### src/rtl/rts_pkg.sv
package rts_pkg;
  // Register byte addresses
  localparam logic [7:0] ADDR_CTRL = 8'h00;
  localparam logic [7:0] ADDR_FIRST_TIMER = 8'h04;
  localparam logic [7:0] ADDR_SECOND_TIMER = 8'h08;
  localparam logic [7:0] ADDR_RXTO = 8'h0C;
  localparam logic [7:0] ADDR_STATE = 8'h10;
  localparam logic [7:0] ADDR_IRQ_STAT = 8'h14;
  localparam logic [7:0] ADDR_IRQ_MASK = 8'h18;
  localparam logic [7:0] ADDR_PINMAP = 8'h1C;
  localparam logic [7:0] ADDR_EVENTS = 8'h20;
  // Control register fields
  localparam int CTRL_START = 0;
  localparam int CTRL_HALT = 1;
  localparam int CTRL_IDLE_SEL = 2;
  localparam int CTRL_FSTART_LO = 3;
  localparam int CTRL_LPCHOICE = 5;
  localparam int CTRL_FIDLE = 6;
  localparam int CTRL_FRX_LO = 7;
  localparam int CTRL_FRXTO_LO = 10;
  localparam int CTRL_FTX = 12;
  localparam int CTRL_BEACON = 13;
  localparam int CTRL_PMAP = 14;
  localparam logic [31:0] CTRL_RESET = 32'h00000000;
  // Transition and pin mapping encodings
  localparam logic [1:0] START_TO_LPSEL = 2'h0;
  localparam logic [2:0] RX_OFF_ON_SYNC = 3'h5;
  localparam logic [2:0] RX_OFF_ON_PRE = 3'h6;
  localparam logic [1:0] RXTO_TO_LPSEL = 2'h2;
  localparam logic [1:0] PIN_MAP_00 = 2'h0;
  localparam logic [1:0] PIN_MAP_01 = 2'h1;
  localparam logic [1:0] PIN_MAP_11 = 2'h3;
  // Interrupt status bits
  localparam int IRQ_PRE = 0;
  localparam int IRQ_SYNC = 1;
  localparam int IRQ_SENT = 2;
  localparam int IRQ_RXTO = 3;
  localparam int IRQ_T1 = 4;
  localparam int IRQ_N = 5;
  // Timing: timer tick is the shortest first-timer step
  localparam int CLK_MHZ = 40;
  localparam int TIMER_MIN_US = 64;
  localparam int TICK_CYCLES = TIMER_MIN_US * CLK_MHZ;
  localparam int TICK_W = 12;
  localparam logic [TICK_W-1:0] TICK_LAST = TICK_W'(TICK_CYCLES - 1);
  // Sequencer states
  typedef enum logic [2:0] {
    SEQ_OFF, SEQ_LPSEL, SEQ_IDLE, SEQ_RX, SEQ_TX
  } rts_state_t;
endpackage : rts_pkg

### src/rtl/rts_timer_if.sv
`timescale 1ns/100ps
`default_nettype none
interface rts_timer_if;
  logic load;
  logic [15:0] count;
  logic expired;
  modport ctrl (output load, output count, input expired);
  modport tmr (input load, input count, output expired);
endinterface : rts_timer_if
`default_nettype wire

### src/rtl/rts_timer.sv
`timescale 1ns/100ps
`default_nettype none
module rts_timer (
  input wire logic sys_clk,
  input wire logic rst,
  rts_timer_if.tmr bus
);
  logic [rts_pkg::TICK_W-1:0] pre;
  logic [15:0] remain;
  logic running;
  wire tickEnd = (pre == rts_pkg::TICK_LAST);
  // Count of zero is treated as one tick, so expiry always happens
  assign bus.expired = running && tickEnd && (remain <= 16'h0001);
  always_ff @(posedge sys_clk) begin
    if (rst || bus.load) begin
      pre <= '0;
      remain <= bus.count;
      running <= bus.load && !rst;
    end else if (running) begin
      pre <= tickEnd ? '0 : pre + 1'b1;
      if (tickEnd) begin
        remain <= remain - 16'h0001;
        if (remain <= 16'h0001) running <= 1'b0;
      end
    end
  end
endmodule : rts_timer
`default_nettype wire

### src/rtl/rts_top.sv
// Overview of operation
// - Listen: preamble, then sync, else receiver off
// - Idle wakes every T1+T2, rx only timeout
// - Preamble found: stay rx until second_timer ends
// - Sync match: interrupt, sequencer off, stay rx
// - Encodings for idle, start, lowpower, idle exits
// - Receive transition 101 stops on sync
// - Rx-timeout transition 10 returns to lowpower select
// - First timer minimum duration is 64 us
// - Beacon transmits each T1+T2, idles after sent
// - Transmit transition 0 returns on packet sent
// - Beacon reuses FIFO when beacon bit set
// - Beacon loops until host sets halt bit
// - Pin mapping codes route event flags
// - Receive transition 110 stops on preamble
// - Sleep idle keeps only RC oscillator running
`timescale 1ns/100ps
`default_nettype none
module rts_top (
  input wire logic sys_clk,
  input wire logic rst,
  input wire logic [7:0] s_axi_awaddr,
  input wire logic s_axi_awvalid,
  output logic s_axi_awready,
  input wire logic [31:0] s_axi_wdata,
  input wire logic [3:0] s_axi_wstrb,
  input wire logic s_axi_wvalid,
  output logic s_axi_wready,
  output logic [1:0] s_axi_bresp,
  output logic s_axi_bvalid,
  input wire logic s_axi_bready,
  input wire logic [7:0] s_axi_araddr,
  input wire logic s_axi_arvalid,
  output logic s_axi_arready,
  output logic [31:0] s_axi_rdata,
  output logic [1:0] s_axi_rresp,
  output logic s_axi_rvalid,
  input wire logic s_axi_rready,
  input wire logic preamble_found,
  input wire logic sync_match,
  input wire logic packet_done_tx,
  input wire logic crc_good,
  input wire logic fifo_threshold_flag,
  input wire logic fifo_empty_flag,
  output logic rx_on,
  output logic tx_on,
  output logic sleep_on,
  output logic rc_osc_only,
  output logic fifo_reuse,
  output logic [4:0] gp_pin,
  output logic irq
);
  ////////////////////////////////////////////////////////////////////////
  // Input synchronisers for radio event flags
  // Edges are taken after the second stage so one slow pin edge counts once
  logic [5:0] evMeta;
  logic [5:0] evSync;
  always_ff @(posedge sys_clk) begin
    if (rst) begin
      evMeta <= '0;
      evSync <= '0;
    end else begin
      evMeta <= {fifo_empty_flag, fifo_threshold_flag, crc_good, packet_done_tx,
                 sync_match, preamble_found};
      evSync <= evMeta;
    end
  end
  logic [2:0] evPrev;
  always_ff @(posedge sys_clk) begin
    if (rst) evPrev <= '0;
    else evPrev <= evSync[2:0];
  end
  wire preRise = evSync[0] && !evPrev[0];
  wire syncRise = evSync[1] && !evPrev[1];
  wire sentRise = evSync[2] && !evPrev[2];

  ////////////////////////////////////////////////////////////////////////
  // Register file
  logic [31:0] ctrl;
  logic [15:0] timer1Val;
  logic [15:0] timer2Val;
  logic [15:0] rxtoVal;
  logic [rts_pkg::IRQ_N-1:0] irqStat;
  logic [rts_pkg::IRQ_N-1:0] irqMask;
  logic [7:0] pinMap;
  logic [rts_pkg::IRQ_N-1:0] evSet;
  rts_pkg::rts_state_t state;

  wire idleSel = ctrl[rts_pkg::CTRL_IDLE_SEL];
  wire [1:0] start_transition = ctrl[rts_pkg::CTRL_FSTART_LO +: 2];
  wire lpChoice = ctrl[rts_pkg::CTRL_LPCHOICE];
  wire idle_transition = ctrl[rts_pkg::CTRL_FIDLE];
  wire [2:0] fromRx = ctrl[rts_pkg::CTRL_FRX_LO +: 3];
  wire [1:0] fromRxto = ctrl[rts_pkg::CTRL_FRXTO_LO +: 2];
  wire fromTx = ctrl[rts_pkg::CTRL_FTX];
  wire beaconEn = ctrl[rts_pkg::CTRL_BEACON];
  wire pmapBit = ctrl[rts_pkg::CTRL_PMAP];

  ////////////////////////////////////////////////////////////////////////
  // AXI write: address and data taken in either order, held until both present
  logic awHeld;
  logic wHeld;
  logic [7:0] awAddr;
  logic [31:0] wData;
  logic [3:0] wStrb;
  assign s_axi_awready = !awHeld && !s_axi_bvalid;
  assign s_axi_wready = !wHeld && !s_axi_bvalid;
  wire awFire = s_axi_awvalid && s_axi_awready;
  wire wFire = s_axi_wvalid && s_axi_wready;
  wire awHave = awHeld || awFire;
  wire wHave = wHeld || wFire;
  wire [7:0] wrAddr = awHeld ? awAddr : s_axi_awaddr;
  wire [31:0] wrData = wHeld ? wData : s_axi_wdata;
  wire [3:0] wrStrb = wHeld ? wStrb : s_axi_wstrb;
  wire doWrite = awHave && wHave && !s_axi_bvalid;
  wire [31:0] wrMask = {{8{wrStrb[3]}}, {8{wrStrb[2]}}, {8{wrStrb[1]}}, {8{wrStrb[0]}}};
  wire wrHit = (wrAddr == rts_pkg::ADDR_CTRL) || (wrAddr == rts_pkg::ADDR_FIRST_TIMER) ||
               (wrAddr == rts_pkg::ADDR_SECOND_TIMER) || (wrAddr == rts_pkg::ADDR_RXTO) ||
               (wrAddr == rts_pkg::ADDR_IRQ_STAT) || (wrAddr == rts_pkg::ADDR_IRQ_MASK) ||
               (wrAddr == rts_pkg::ADDR_PINMAP);
  wire wrCtrl = doWrite && (wrAddr == rts_pkg::ADDR_CTRL);
  wire [31:0] ctrlMerged = (ctrl & ~wrMask) | (wrData & wrMask);
  wire hostStart = wrCtrl && ctrlMerged[rts_pkg::CTRL_START];
  wire hostHalt = wrCtrl && ctrlMerged[rts_pkg::CTRL_HALT];
  wire [rts_pkg::IRQ_N-1:0] stClr = (doWrite && (wrAddr == rts_pkg::ADDR_IRQ_STAT) && wrStrb[0])
      ? wrData[rts_pkg::IRQ_N-1:0] : '0;
  // Byte lanes without a strobe keep their old value
  wire [15:0] t1Merged = (timer1Val & ~wrMask[15:0]) | (wrData[15:0] & wrMask[15:0]);
  wire [15:0] t2Merged = (timer2Val & ~wrMask[15:0]) | (wrData[15:0] & wrMask[15:0]);
  wire [15:0] toMerged = (rxtoVal & ~wrMask[15:0]) | (wrData[15:0] & wrMask[15:0]);

  always_ff @(posedge sys_clk) begin
    if (rst) begin
      awHeld <= 1'b0;
      wHeld <= 1'b0;
      awAddr <= '0;
      wData <= '0;
      wStrb <= '0;
      s_axi_bvalid <= 1'b0;
      s_axi_bresp <= 2'h0;
    end else begin
      if (awFire) awAddr <= s_axi_awaddr;
      if (wFire) begin
        wData <= s_axi_wdata;
        wStrb <= s_axi_wstrb;
      end
      awHeld <= doWrite ? 1'b0 : awHave;
      wHeld <= doWrite ? 1'b0 : wHave;
      if (doWrite) begin
        s_axi_bvalid <= 1'b1;
        s_axi_bresp <= wrHit ? 2'h0 : 2'h2;
      end else if (s_axi_bready) begin
        s_axi_bvalid <= 1'b0;
      end
    end
  end

  always_ff @(posedge sys_clk) begin
    if (rst) begin
      ctrl <= rts_pkg::CTRL_RESET;
      timer1Val <= 16'h0001;
      timer2Val <= 16'h0001;
      rxtoVal <= 16'h0001;
      irqMask <= '0;
      pinMap <= '0;
    end else if (doWrite) begin
      // Start and halt are self-clearing command bits
      if (wrAddr == rts_pkg::ADDR_CTRL) ctrl <= ctrlMerged & 32'hFFFFFFFC;
      if (wrAddr == rts_pkg::ADDR_FIRST_TIMER) timer1Val <= t1Merged;
      if (wrAddr == rts_pkg::ADDR_SECOND_TIMER) timer2Val <= t2Merged;
      if (wrAddr == rts_pkg::ADDR_RXTO) rxtoVal <= toMerged;
      if (wrAddr == rts_pkg::ADDR_IRQ_MASK && wrStrb[0]) irqMask <= wrData[rts_pkg::IRQ_N-1:0];
      if (wrAddr == rts_pkg::ADDR_PINMAP && wrStrb[0]) pinMap <= wrData[7:0];
    end
  end

  ////////////////////////////////////////////////////////////////////////
  // Sticky status: a new event wins over a write-one clear in the same cycle
  always_ff @(posedge sys_clk) begin
    if (rst) irqStat <= '0;
    else irqStat <= (irqStat & ~stClr) | evSet;
  end
  assign irq = |(irqStat & irqMask);

  ////////////////////////////////////////////////////////////////////////
  // AXI read
  // Read data is registered with rvalid, so it stands until rready
  logic [31:0] rdMux;
  wire rdHit = (s_axi_araddr == rts_pkg::ADDR_CTRL) || (s_axi_araddr == rts_pkg::ADDR_FIRST_TIMER) ||
               (s_axi_araddr == rts_pkg::ADDR_SECOND_TIMER) || (s_axi_araddr == rts_pkg::ADDR_RXTO) ||
               (s_axi_araddr == rts_pkg::ADDR_STATE) || (s_axi_araddr == rts_pkg::ADDR_IRQ_STAT) ||
               (s_axi_araddr == rts_pkg::ADDR_IRQ_MASK) || (s_axi_araddr == rts_pkg::ADDR_PINMAP) ||
               (s_axi_araddr == rts_pkg::ADDR_EVENTS);
  always_comb begin
    case (s_axi_araddr)
      rts_pkg::ADDR_CTRL: rdMux = ctrl;
      rts_pkg::ADDR_FIRST_TIMER: rdMux = {16'h0000, timer1Val};
      rts_pkg::ADDR_SECOND_TIMER: rdMux = {16'h0000, timer2Val};
      rts_pkg::ADDR_RXTO: rdMux = {16'h0000, rxtoVal};
      rts_pkg::ADDR_STATE: rdMux = {29'h00000000, state};
      rts_pkg::ADDR_IRQ_STAT: rdMux = {27'h0000000, irqStat};
      rts_pkg::ADDR_IRQ_MASK: rdMux = {27'h0000000, irqMask};
      rts_pkg::ADDR_PINMAP: rdMux = {24'h000000, pinMap};
      rts_pkg::ADDR_EVENTS: rdMux = {26'h0000000, evSync};
      default: rdMux = 32'h00000000;
    endcase
  end
  assign s_axi_arready = !s_axi_rvalid;
  always_ff @(posedge sys_clk) begin
    if (rst) begin
      s_axi_rvalid <= 1'b0;
      s_axi_rdata <= '0;
      s_axi_rresp <= 2'h0;
    end else if (s_axi_arvalid && s_axi_arready) begin
      s_axi_rvalid <= 1'b1;
      s_axi_rdata <= rdMux;
      s_axi_rresp <= rdHit ? 2'h0 : 2'h2;
    end else if (s_axi_rready) begin
      s_axi_rvalid <= 1'b0;
    end
  end

  ////////////////////////////////////////////////////////////////////////
  // Timers in 64 us ticks
  rts_timer_if t1Bus ();
  rts_timer_if t2Bus ();
  rts_timer_if toBus ();
  rts_timer u_t1 (.sys_clk(sys_clk), .rst(rst), .bus(t1Bus.tmr));
  rts_timer u_t2 (.sys_clk(sys_clk), .rst(rst), .bus(t2Bus.tmr));
  rts_timer u_to (.sys_clk(sys_clk), .rst(rst), .bus(toBus.tmr));
  assign t1Bus.count = timer1Val;
  assign t2Bus.count = timer2Val;
  assign toBus.count = rxtoVal;
  wire t1Exp = t1Bus.expired;
  wire t2Exp = t2Bus.expired;
  wire toExp = toBus.expired;

  ////////////////////////////////////////////////////////////////////////
  // Sequencer
  rts_pkg::rts_state_t next_state;
  logic preSeen;
  logic next_preSeen;
  logic toArmed;
  assign evSet = {t1Exp, toExp && toArmed, sentRise, syncRise, preRise};
  wire startSeq = hostStart && (start_transition == rts_pkg::START_TO_LPSEL);
  wire stopOnPre = (fromRx == rts_pkg::RX_OFF_ON_PRE) && preRise;
  wire stopOnSync = (fromRx == rts_pkg::RX_OFF_ON_SYNC) && syncRise;
  wire rxtoOk = (fromRxto == rts_pkg::RXTO_TO_LPSEL);
  wire rxtoLeave = toExp && toArmed && !preSeen && !preRise && rxtoOk;

  // Timers cycle first, second, first... while the sequencer runs, so the wake
  // period stays first plus second timer whichever event ends receive early
  wire t2Over = t2Exp && (state != rts_pkg::SEQ_OFF);
  // Second timer starts on first-timer expiry; receive timeout starts with receive
  assign t1Bus.load = (state == rts_pkg::SEQ_OFF && startSeq) || t2Over;
  assign t2Bus.load = t1Exp && (state == rts_pkg::SEQ_IDLE);
  assign toBus.load = t2Bus.load && idle_transition;

  // Timeout only counts before any preamble; the second timer still bounds receive
  always_ff @(posedge sys_clk) begin
    if (rst) toArmed <= 1'b0;
    else if (toBus.load) toArmed <= 1'b1;
    else if (toExp || state != rts_pkg::SEQ_RX) toArmed <= 1'b0;
  end

  always_comb begin
    next_state = state;
    next_preSeen = preSeen;
    case (state)
      rts_pkg::SEQ_OFF: begin
        if (startSeq) next_state = rts_pkg::SEQ_LPSEL;
      end
      rts_pkg::SEQ_LPSEL: begin
        next_preSeen = 1'b0;
        if (lpChoice) next_state = rts_pkg::SEQ_IDLE;
      end
      rts_pkg::SEQ_IDLE: begin
        if (t1Exp) next_state = idle_transition ? rts_pkg::SEQ_RX : rts_pkg::SEQ_TX;
      end
      rts_pkg::SEQ_RX: begin
        if (preRise) next_preSeen = 1'b1;
        if (stopOnPre) next_state = rts_pkg::SEQ_OFF;
        else if (stopOnSync) next_state = rts_pkg::SEQ_OFF;
        else if (rxtoLeave) next_state = rts_pkg::SEQ_LPSEL;
        else if (t2Exp) next_state = rts_pkg::SEQ_LPSEL;
      end
      rts_pkg::SEQ_TX: begin
        if (sentRise && !fromTx) next_state = rts_pkg::SEQ_LPSEL;
      end
      default: next_state = rts_pkg::SEQ_OFF;
    endcase
    if (hostHalt) next_state = rts_pkg::SEQ_OFF;
  end

  // Radio stays receiving after self-stop until host changes mode
  logic holdRx;
  wire selfStop = (state == rts_pkg::SEQ_RX) && (next_state == rts_pkg::SEQ_OFF);
  always_ff @(posedge sys_clk) begin
    if (rst) begin
      state <= rts_pkg::SEQ_OFF;
      preSeen <= 1'b0;
      holdRx <= 1'b0;
    end else begin
      state <= next_state;
      preSeen <= next_preSeen;
      if (hostHalt || hostStart) holdRx <= 1'b0;
      else if (selfStop) holdRx <= 1'b1;
    end
  end

  ////////////////////////////////////////////////////////////////////////
  // Outputs
  // Pin routing; a code other than the listed one keeps the pin low
  // Pin 4 has no code field: the map bit alone routes it
  wire [4:0] pinEv;
  assign pinEv[0] = (pinMap[1:0] == rts_pkg::PIN_MAP_01) && evSync[3];
  assign pinEv[1] = (pinMap[3:2] == rts_pkg::PIN_MAP_00) && evSync[4];
  assign pinEv[2] = (pinMap[5:4] == rts_pkg::PIN_MAP_11) && evSync[1];
  assign pinEv[3] = (pinMap[7:6] == rts_pkg::PIN_MAP_00) && evSync[5];
  assign pinEv[4] = pmapBit && evSync[0];
  wire idleSleep = (state == rts_pkg::SEQ_IDLE) && idleSel;
  always_ff @(posedge sys_clk) begin
    if (rst) begin
      rx_on <= 1'b0;
      tx_on <= 1'b0;
      sleep_on <= 1'b0;
      rc_osc_only <= 1'b0;
      fifo_reuse <= 1'b0;
      gp_pin <= '0;
    end else begin
      rx_on <= (state == rts_pkg::SEQ_RX) || holdRx;
      tx_on <= (state == rts_pkg::SEQ_TX);
      sleep_on <= idleSleep;
      rc_osc_only <= idleSleep;
      fifo_reuse <= beaconEn;
      gp_pin <= pinEv;
    end
  end
endmodule : rts_top
`default_nettype wire

### config.mk
export PLATFORM = sky130hd
export DESIGN_NAME = rts_top
export DESIGN_NICKNAME = d
export VERILOG_FILES = /design/src/rtl/rts_pkg.sv /design/src/rtl/rts_timer_if.sv /design/src/rtl/rts_timer.sv /design/src/rtl/rts_top.sv
export SDC_FILE = /design/constraint.sdc
export NUM_CORES = 1
export LEC_CHECK = 0
export ABC_AREA = 1
export BUFFER_PORTS_ARGS = -buffer_cell sky130_fd_sc_hd__buf_4
export CELL_PAD_IN_SITES_DETAIL_PLACEMENT = 1
export CELL_PAD_IN_SITES_GLOBAL_PLACEMENT = 1
export CORE_ASPECT_RATIO = 1.5
export CORE_MARGIN = 2
export CORE_UTILIZATION = 44
export CTS_CLUSTER_DIAMETER = 100
export CTS_CLUSTER_SIZE = 28
export DETAILED_ROUTE_END_ITERATION = 6
export PLACE_DENSITY = 0.86
export SLEW_MARGIN = 20
export SYNTH_ARGS = -nofsm -noshare
export SYNTH_HDL_FRONTEND = slang
export SYNTH_SLANG_ARGS = --single-unit
### constraint.sdc
create_clock -name sys_clk -period 2.7 [get_ports sys_clk]
set_input_delay 0.405 -clock sys_clk [delete_from_list [all_inputs] [get_ports sys_clk]]
set_output_delay 0.405 -clock sys_clk [all_outputs]
set_load 0.1 [all_outputs]
After elaboration in Yosys (flattened, before gate mapping)

Cells that the tools add are included.
Widths: inputs -> output; s select.

Output and inout port bits: 52
Input port bits: 65
Register bits: 297

Bitwise gates (word level): 16
Equality and inequality tests: 28
Add/sub/neg operators: 6
$lt $le $gt $ge: 3
Multiplexer cells: 50
Reduce and logical (&&, ||, !) cells: 110

Operators by type and width:

| cell                  | count |
|---|---|
| $pmux 32 s9           | 1 |
| $mux 16               | 9 |
| $and 16x16->16        | 4 |
| $and 32x32->32        | 2 |
| $eq 8x5->1 const B    | 7 |
| $le 16x1->1 const B   | 3 |
| $or 16x16->16         | 3 |
| $sub 16x1->16 const B | 3 |
| $logic_and 1x1->1     | 45 |
| $add 12x1->12 const B | 3 |
| $eq 12x12->1 const B  | 3 |
| $mux 12               | 3 |
| $eq 8x4->1 const B    | 4 |
| $mux 32               | 1 |
| $not 32->32           | 1 |
| $or 32x32->32         | 1 |
| $mux 3                | 10 |
| $logic_or 1x1->1      | 23 |
| $reduce_and 2->1      | 10 |
| $reduce_bool 2->1     | 10 |
| $mux 1                | 19 |
| $eq 8x3->1 const B    | 2 |
| $logic_not 8->1       | 2 |
| $not 16->16           | 1 |
| other kinds (23)      | 43 |

Logic depth before layout (Yosys ltp)

Depth after elaboration: 14
Depth in mapped cells: 13
Mapped depth without buffers: 12

Hierarchy

From an unflattened synthesis, not the netlist that was laid out.

Cell total of the unflattened synthesis: 1904
Area, all modules: 13809.5 sq um

By module, submodules not included:

| module    | area an instance (sq um) | instances | cells each |
|---|---|---|---|
| rts_top   | 8764.7                   | 1         | 1205 |
| rts_timer | 1681.6                   | 3         | 233 |

Least setup slack after synthesis

No wires, ideal clock.

Path kind: reg2reg
Start: register s_axi_bvalid
End: register wData[31]
Arrival time: 3219 ps
Path slack: -584 ps
Cell stages (with the launch flop): 7
Clock period less this slack: 3284 ps
Cells stage by stage: dfxtp_1 -> nor2_1 -> nand2_1 -> clkinv_1 -> clkbuf_1 -> nor2_1 -> nor2_1

Cells in the longest elaborated chain, start to end: 3

Ends and longest elaborated chain:

| item                   | line           | source |
|---|---|---|
| start, declared        | rts_top.sv:30  | `output logic s_axi_bvalid,` |
| start signal, assigned | rts_top.sv:139 | `s_axi_bvalid <= 1'b0;` |
| start signal, assigned | rts_top.sv:150 | `s_axi_bvalid <= 1'b1;` |
| start signal, assigned | rts_top.sv:153 | `s_axi_bvalid <= 1'b0;` |
| $logic_not 1->1        | rts_top.sv:107 | `assign s_axi_wready = !wHeld && !s_axi_bvalid;` |
| $logic_and 1x1->1      | rts_top.sv:107 |  |
| via s_axi_wready       | rts_top.sv:28  | `output logic s_axi_wready,` |
| $logic_and 1x1->1      | rts_top.sv:109 | `wire wFire = s_axi_wvalid && s_axi_wready;` |
| end signal, assigned   | rts_top.sv:144 | `wData <= s_axi_wdata;` |
| end, declared          | rts_top.sv:104 | `logic [31:0] wData;` |

The timed path passes the listed nets, and every way through them passes these cells.
A chain may end at the register's enable or synchronous reset.

==> flow_metrics.env <==
export IMPL_worst_hold_path_num_cells=2
export IMPL_p_leak_nw=5.78
export IMPL_grt_setup_unrepaired="false"
export IMPL_ys_dominant_reg_cell="sky130_fd_sc_hd__dfxtp_1"
export IMPL_hold_fix_buffers_cts=0
export IMPL_power_share_combinational_pct=14.1
export IMPL_design_power_total_w=0.00844
export IMPL_commonest_non_fill_non_tap_cell_in_the_layout="sky130_fd_sc_hd__nand2_1"
export IMPL_cp_end_kind="flop"
export IMPL_detail_route_drc_violations=0
export IMPL_p_int_w=0.00602
export IMPL_clock_skews_ps=15.2
export IMPL_numCtsBuffers=14
export IMPL_die_height_um=217
export IMPL_finalWirelength_um=41800
export IMPL_cell_at_the_root_of_the_clock_tree="sky130_fd_sc_hd__clkbuf_16"
export IMPL_grt_util_all_layers_pct=26.2
export IMPL_max_cap_violations=0
export IMPL_layout_area_overhead_vs_synth_pct=13.5
export IMPL_via_per_inst=5.49
export IMPL_initial_antenna_violation_count=0
export IMPL_drtPass1Iterations=6
export IMPL_ir_drop_mv=0.604
export IMPL_h_tree_depth=1
export IMPL_post_route_period_util_pct=90.5
export IMPL_setup_violations=0
export IMPL_timing_rr_start="wHeld$_SDFF_PP0_"
export IMPL_clock_pin_slew_of_the_registers_on_the_worst_case_setup_and_hold_paths_ps=110
export IMPL_sequentialPowerShare_pct=56.3
export IMPL_layout_drive_gt1_share_pct=13.1
export IMPL_floorplan_die_width_um=146
export IMPL_std_cell_rows=77
export IMPL_drt_iter0_markers=633
export IMPL_detail_route_wl_per_cell_um=18.8
export IMPL_synth_cell_area_sq_um=13300
export IMPL_synthCells=1722
export IMPL_async_flop_share_pct=0
export IMPL_cp_data_required_time_ps=3130
export IMPL_floorplan_die_area_sq_um=31600
export IMPL_fill_cells=3772
export IMPL_antennaDiodeCount=0
export IMPL_cell_variety_after_synth=54
export IMPL_yosys_top_cells_area="sky130_fd_sc_hd__dfxtp_1 (37%), sky130_fd_sc_hd__edfxtp_1 (11%), sky130_fd_sc_hd__o21ai_0 (8.2%)"
export IMPL_clk_path_buf_depth=3
export IMPL_grt_overflow_total=0
export IMPL_tritoncts="built"
export IMPL_clock_net_sink_count=295
export IMPL_net_switching_fraction_of_the_power_pct=28.7
export IMPL_crit_arrival_ps=2870
export IMPL_grt_first_pass_wirelength_um=67500
export IMPL_clk_insertion_delay_late_ps=510
export IMPL_core_area_sq_um=29600
export IMPL_avgSynthCellArea_sq_um=7.70
export IMPL_synth_edff_count=48
export IMPL_holdCritStartpoint="s_axi_bready"
export IMPL_design_portCount=117
export IMPL_slew_viols_final=0
export IMPL_timing_hold_worst_endpoint="s_axi_bvalid$_SDFFE_PP0P_"
export IMPL_achievable_frequency_mhz=409
export IMPL_worstHoldPathType="primary input to flop"
export IMPL_port_buffers=114
export IMPL_power_density_cell_area_nw_per_um2=561
export IMPL_synth_top_area_share_pct=37.3
export IMPL_number_of_global_route_vias_before_repair=13000
export IMPL_num_nets_final=1892
export IMPL_initial_utilization_pct=44.8
export IMPL_ys_seq_area_share_pct=48.2
export IMPL_synth_area_leader_cell="sky130_fd_sc_hd__dfxtp_1"
export IMPL_maximum_number_of_pins_on_one_net_before_global_route_repair=126
export IMPL_worst_slew_pin_slew_ps=1190
export IMPL_multi_input_area_sq_um=5900
export IMPL_report_final_hold_viol_count=0
export IMPL_setup_tns_final_ps=0
export IMPL_layout_cells_most_common_list="sky130_fd_sc_hd__nand2_1 (288), sky130_fd_sc_hd__nor2_1 (247), sky130_fd_sc_hd__dfxtp_1 (247)"
export IMPL_gpl_final_weighted_congestion=0.925
export IMPL_timing_setup_critical_path_class="flop to flop"
export IMPL_area_sequential_sq_um=6390
export IMPL_p_clk_share_pct=29.6
export IMPL_worst_slew_margin_rel_pct=19.7
export IMPL_synthesized_flop_and_latch_total=295
export IMPL_synth_warnings=0
export IMPL_switching_power_w=0.00242
export IMPL_worst_setup_path_start_kind="flop"
export IMPL_finalCriticalPeriod_ps=2440
export IMPL_via_count=12200
export IMPL_result_of_the_run="finished, final reports clean"
export IMPL_worstPathMaxFanout=22
export IMPL_worst_r2r_cell_count=7
export IMPL_final_antenna_net_count=0
export IMPL_dp_hpwl_um=31800
export IMPL_regToRegSetupSlack_ps=260
cells in the mapped netlist, types with 5 or more instances:
library cell	count
sky130_fd_sc_hd__buf_2	19
sky130_fd_sc_hd__nor2_2	5
sky130_fd_sc_hd__a211oi_1	20
sky130_fd_sc_hd__nor4_1	10
sky130_fd_sc_hd__nand2_1	288
sky130_fd_sc_hd__xnor2_1	21
sky130_fd_sc_hd__buf_4	6
sky130_fd_sc_hd__edfxtp_1	48
sky130_fd_sc_hd__nor3_1	30
sky130_fd_sc_hd__nand4_1	17
sky130_fd_sc_hd__buf_1	7
sky130_fd_sc_hd__or2_2	20
sky130_fd_sc_hd__o21ai_0	217
sky130_fd_sc_hd__nand2_2	6
sky130_fd_sc_hd__xor2_1	34
sky130_fd_sc_hd__nor2_1	250
sky130_fd_sc_hd__clkbuf_1	40
sky130_fd_sc_hd__o22ai_1	13
sky130_fd_sc_hd__inv_1	161
sky130_fd_sc_hd__a31oi_1	18
sky130_fd_sc_hd__inv_2	10
sky130_fd_sc_hd__o21ai_1	10
sky130_fd_sc_hd__nand3_1	40
sky130_fd_sc_hd__a21oi_1	120
sky130_fd_sc_hd__dfxtp_1	247
sky130_fd_sc_hd__o21ai_2	6
sky130_fd_sc_hd__ha_1	9
through the flow:
stage	hold slack [ps]	util [%]	setup WS [ps]	instances	cell area [sq um]
6_report	87.0	50.9	256	2218	15000
3_3_place_gp	396	49.4	374	2197	14600
4_1_cts	80.2	50.8	226	2218	15000
2_1_floorplan	388	-	65.3	1723	13300
5_1_grt	75.5	50.9	62.8	2218	15000
3_5_place_dp	404	49.4	239	2197	14600
per-layer routing:
| layer | global-route usage [%] | share of wire, % |
|---|---|---|
| met1 | 27.9 | 37 |
| met2 | 50.9 | 54 |
| met3 | 2.32 | 3.2 |
| met4 | 13.5 | 5.7 |
| met5 | 0 | 0 |
worst max-delay path: stages (launching register included):
cell	delay, ps
sky130_fd_sc_hd__dfxtp_1	540
sky130_fd_sc_hd__inv_2	90
sky130_fd_sc_hd__buf_4	220
sky130_fd_sc_hd__or2_2	290
sky130_fd_sc_hd__o21ai_0	340
sky130_fd_sc_hd__or3_1	580
sky130_fd_sc_hd__o21ai_0	150
sky130_fd_sc_hd__a21oi_1	160
cell families after synthesis:
kind of cell               count (synthesis)  share of synthesized area, %
AOI/OAI and AO/OA                        427                          17.5
xor gates and xnor gates                  55                          3.63
adders and majority gates                  9                         0.850
buffers and inverters                    248                          7.51
DFF                                      295                          48.2
other                                      1                        0.0283
and+or+nand+nor                          687                          22.3
repair_timing:
item / CTS / global route
setup endpoints to repair: 0 / 7
gates resized for setup: 0 / 2
buffers inserted: 0 / 0
worst max-delay path by stage:
| stage | start | to | depth (start not counted) |
|---|---|---|---|
| 3_3_place_gp | s_axi_awaddr[0] | u_t1.pre[3]$_SDFFE_PN0P_ | 12 |
| 5_1_grt | u_t2.pre[0]$_SDFFE_PN0P_ | u_t1.remain[13]$_DFFE_PP_ | 12 |
| 4_1_cts | awHeld$_SDFF_PP0_ | u_t1.pre[11]$_SDFFE_PN0P_ | 10 |
| 6_report | wHeld$_SDFF_PP0_ | flop | 7 |
| 3_5_place_dp | awHeld$_SDFF_PP0_ | u_t1.pre[11]$_SDFFE_PN0P_ | 10 |
| 2_1_floorplan | s_axi_rvalid$_SDFFE_PP0P_ | s_axi_rdata[26]$_SDFFE_PP0P_ | 6 |
layout make-up:
cell class	instances	area share [%]
Clock buffer	19	2.59
Sequential cell	295	42.4
Timing Repair Buffer	153	7.97
Tap cell	395	3.29
Multi-Input combinational cell	1180	39.2
Inverter	174	4.37
Clock inverter	2	0.108
power by group through the flow:
stage	logic (W)	registers, W	clock network [W]
after floorplan	0.000648	0.00498	0
after global placement	0.00115	0.00484	0
after detailed placement	0.00119	0.00485	0
after CTS	0.00120	0.00475	0.00253
after global routing	0.00130	0.00477	0.00268
final	0.00119	0.00475	0.00250
No activity file was read; power rests on OpenSTA's default activity.
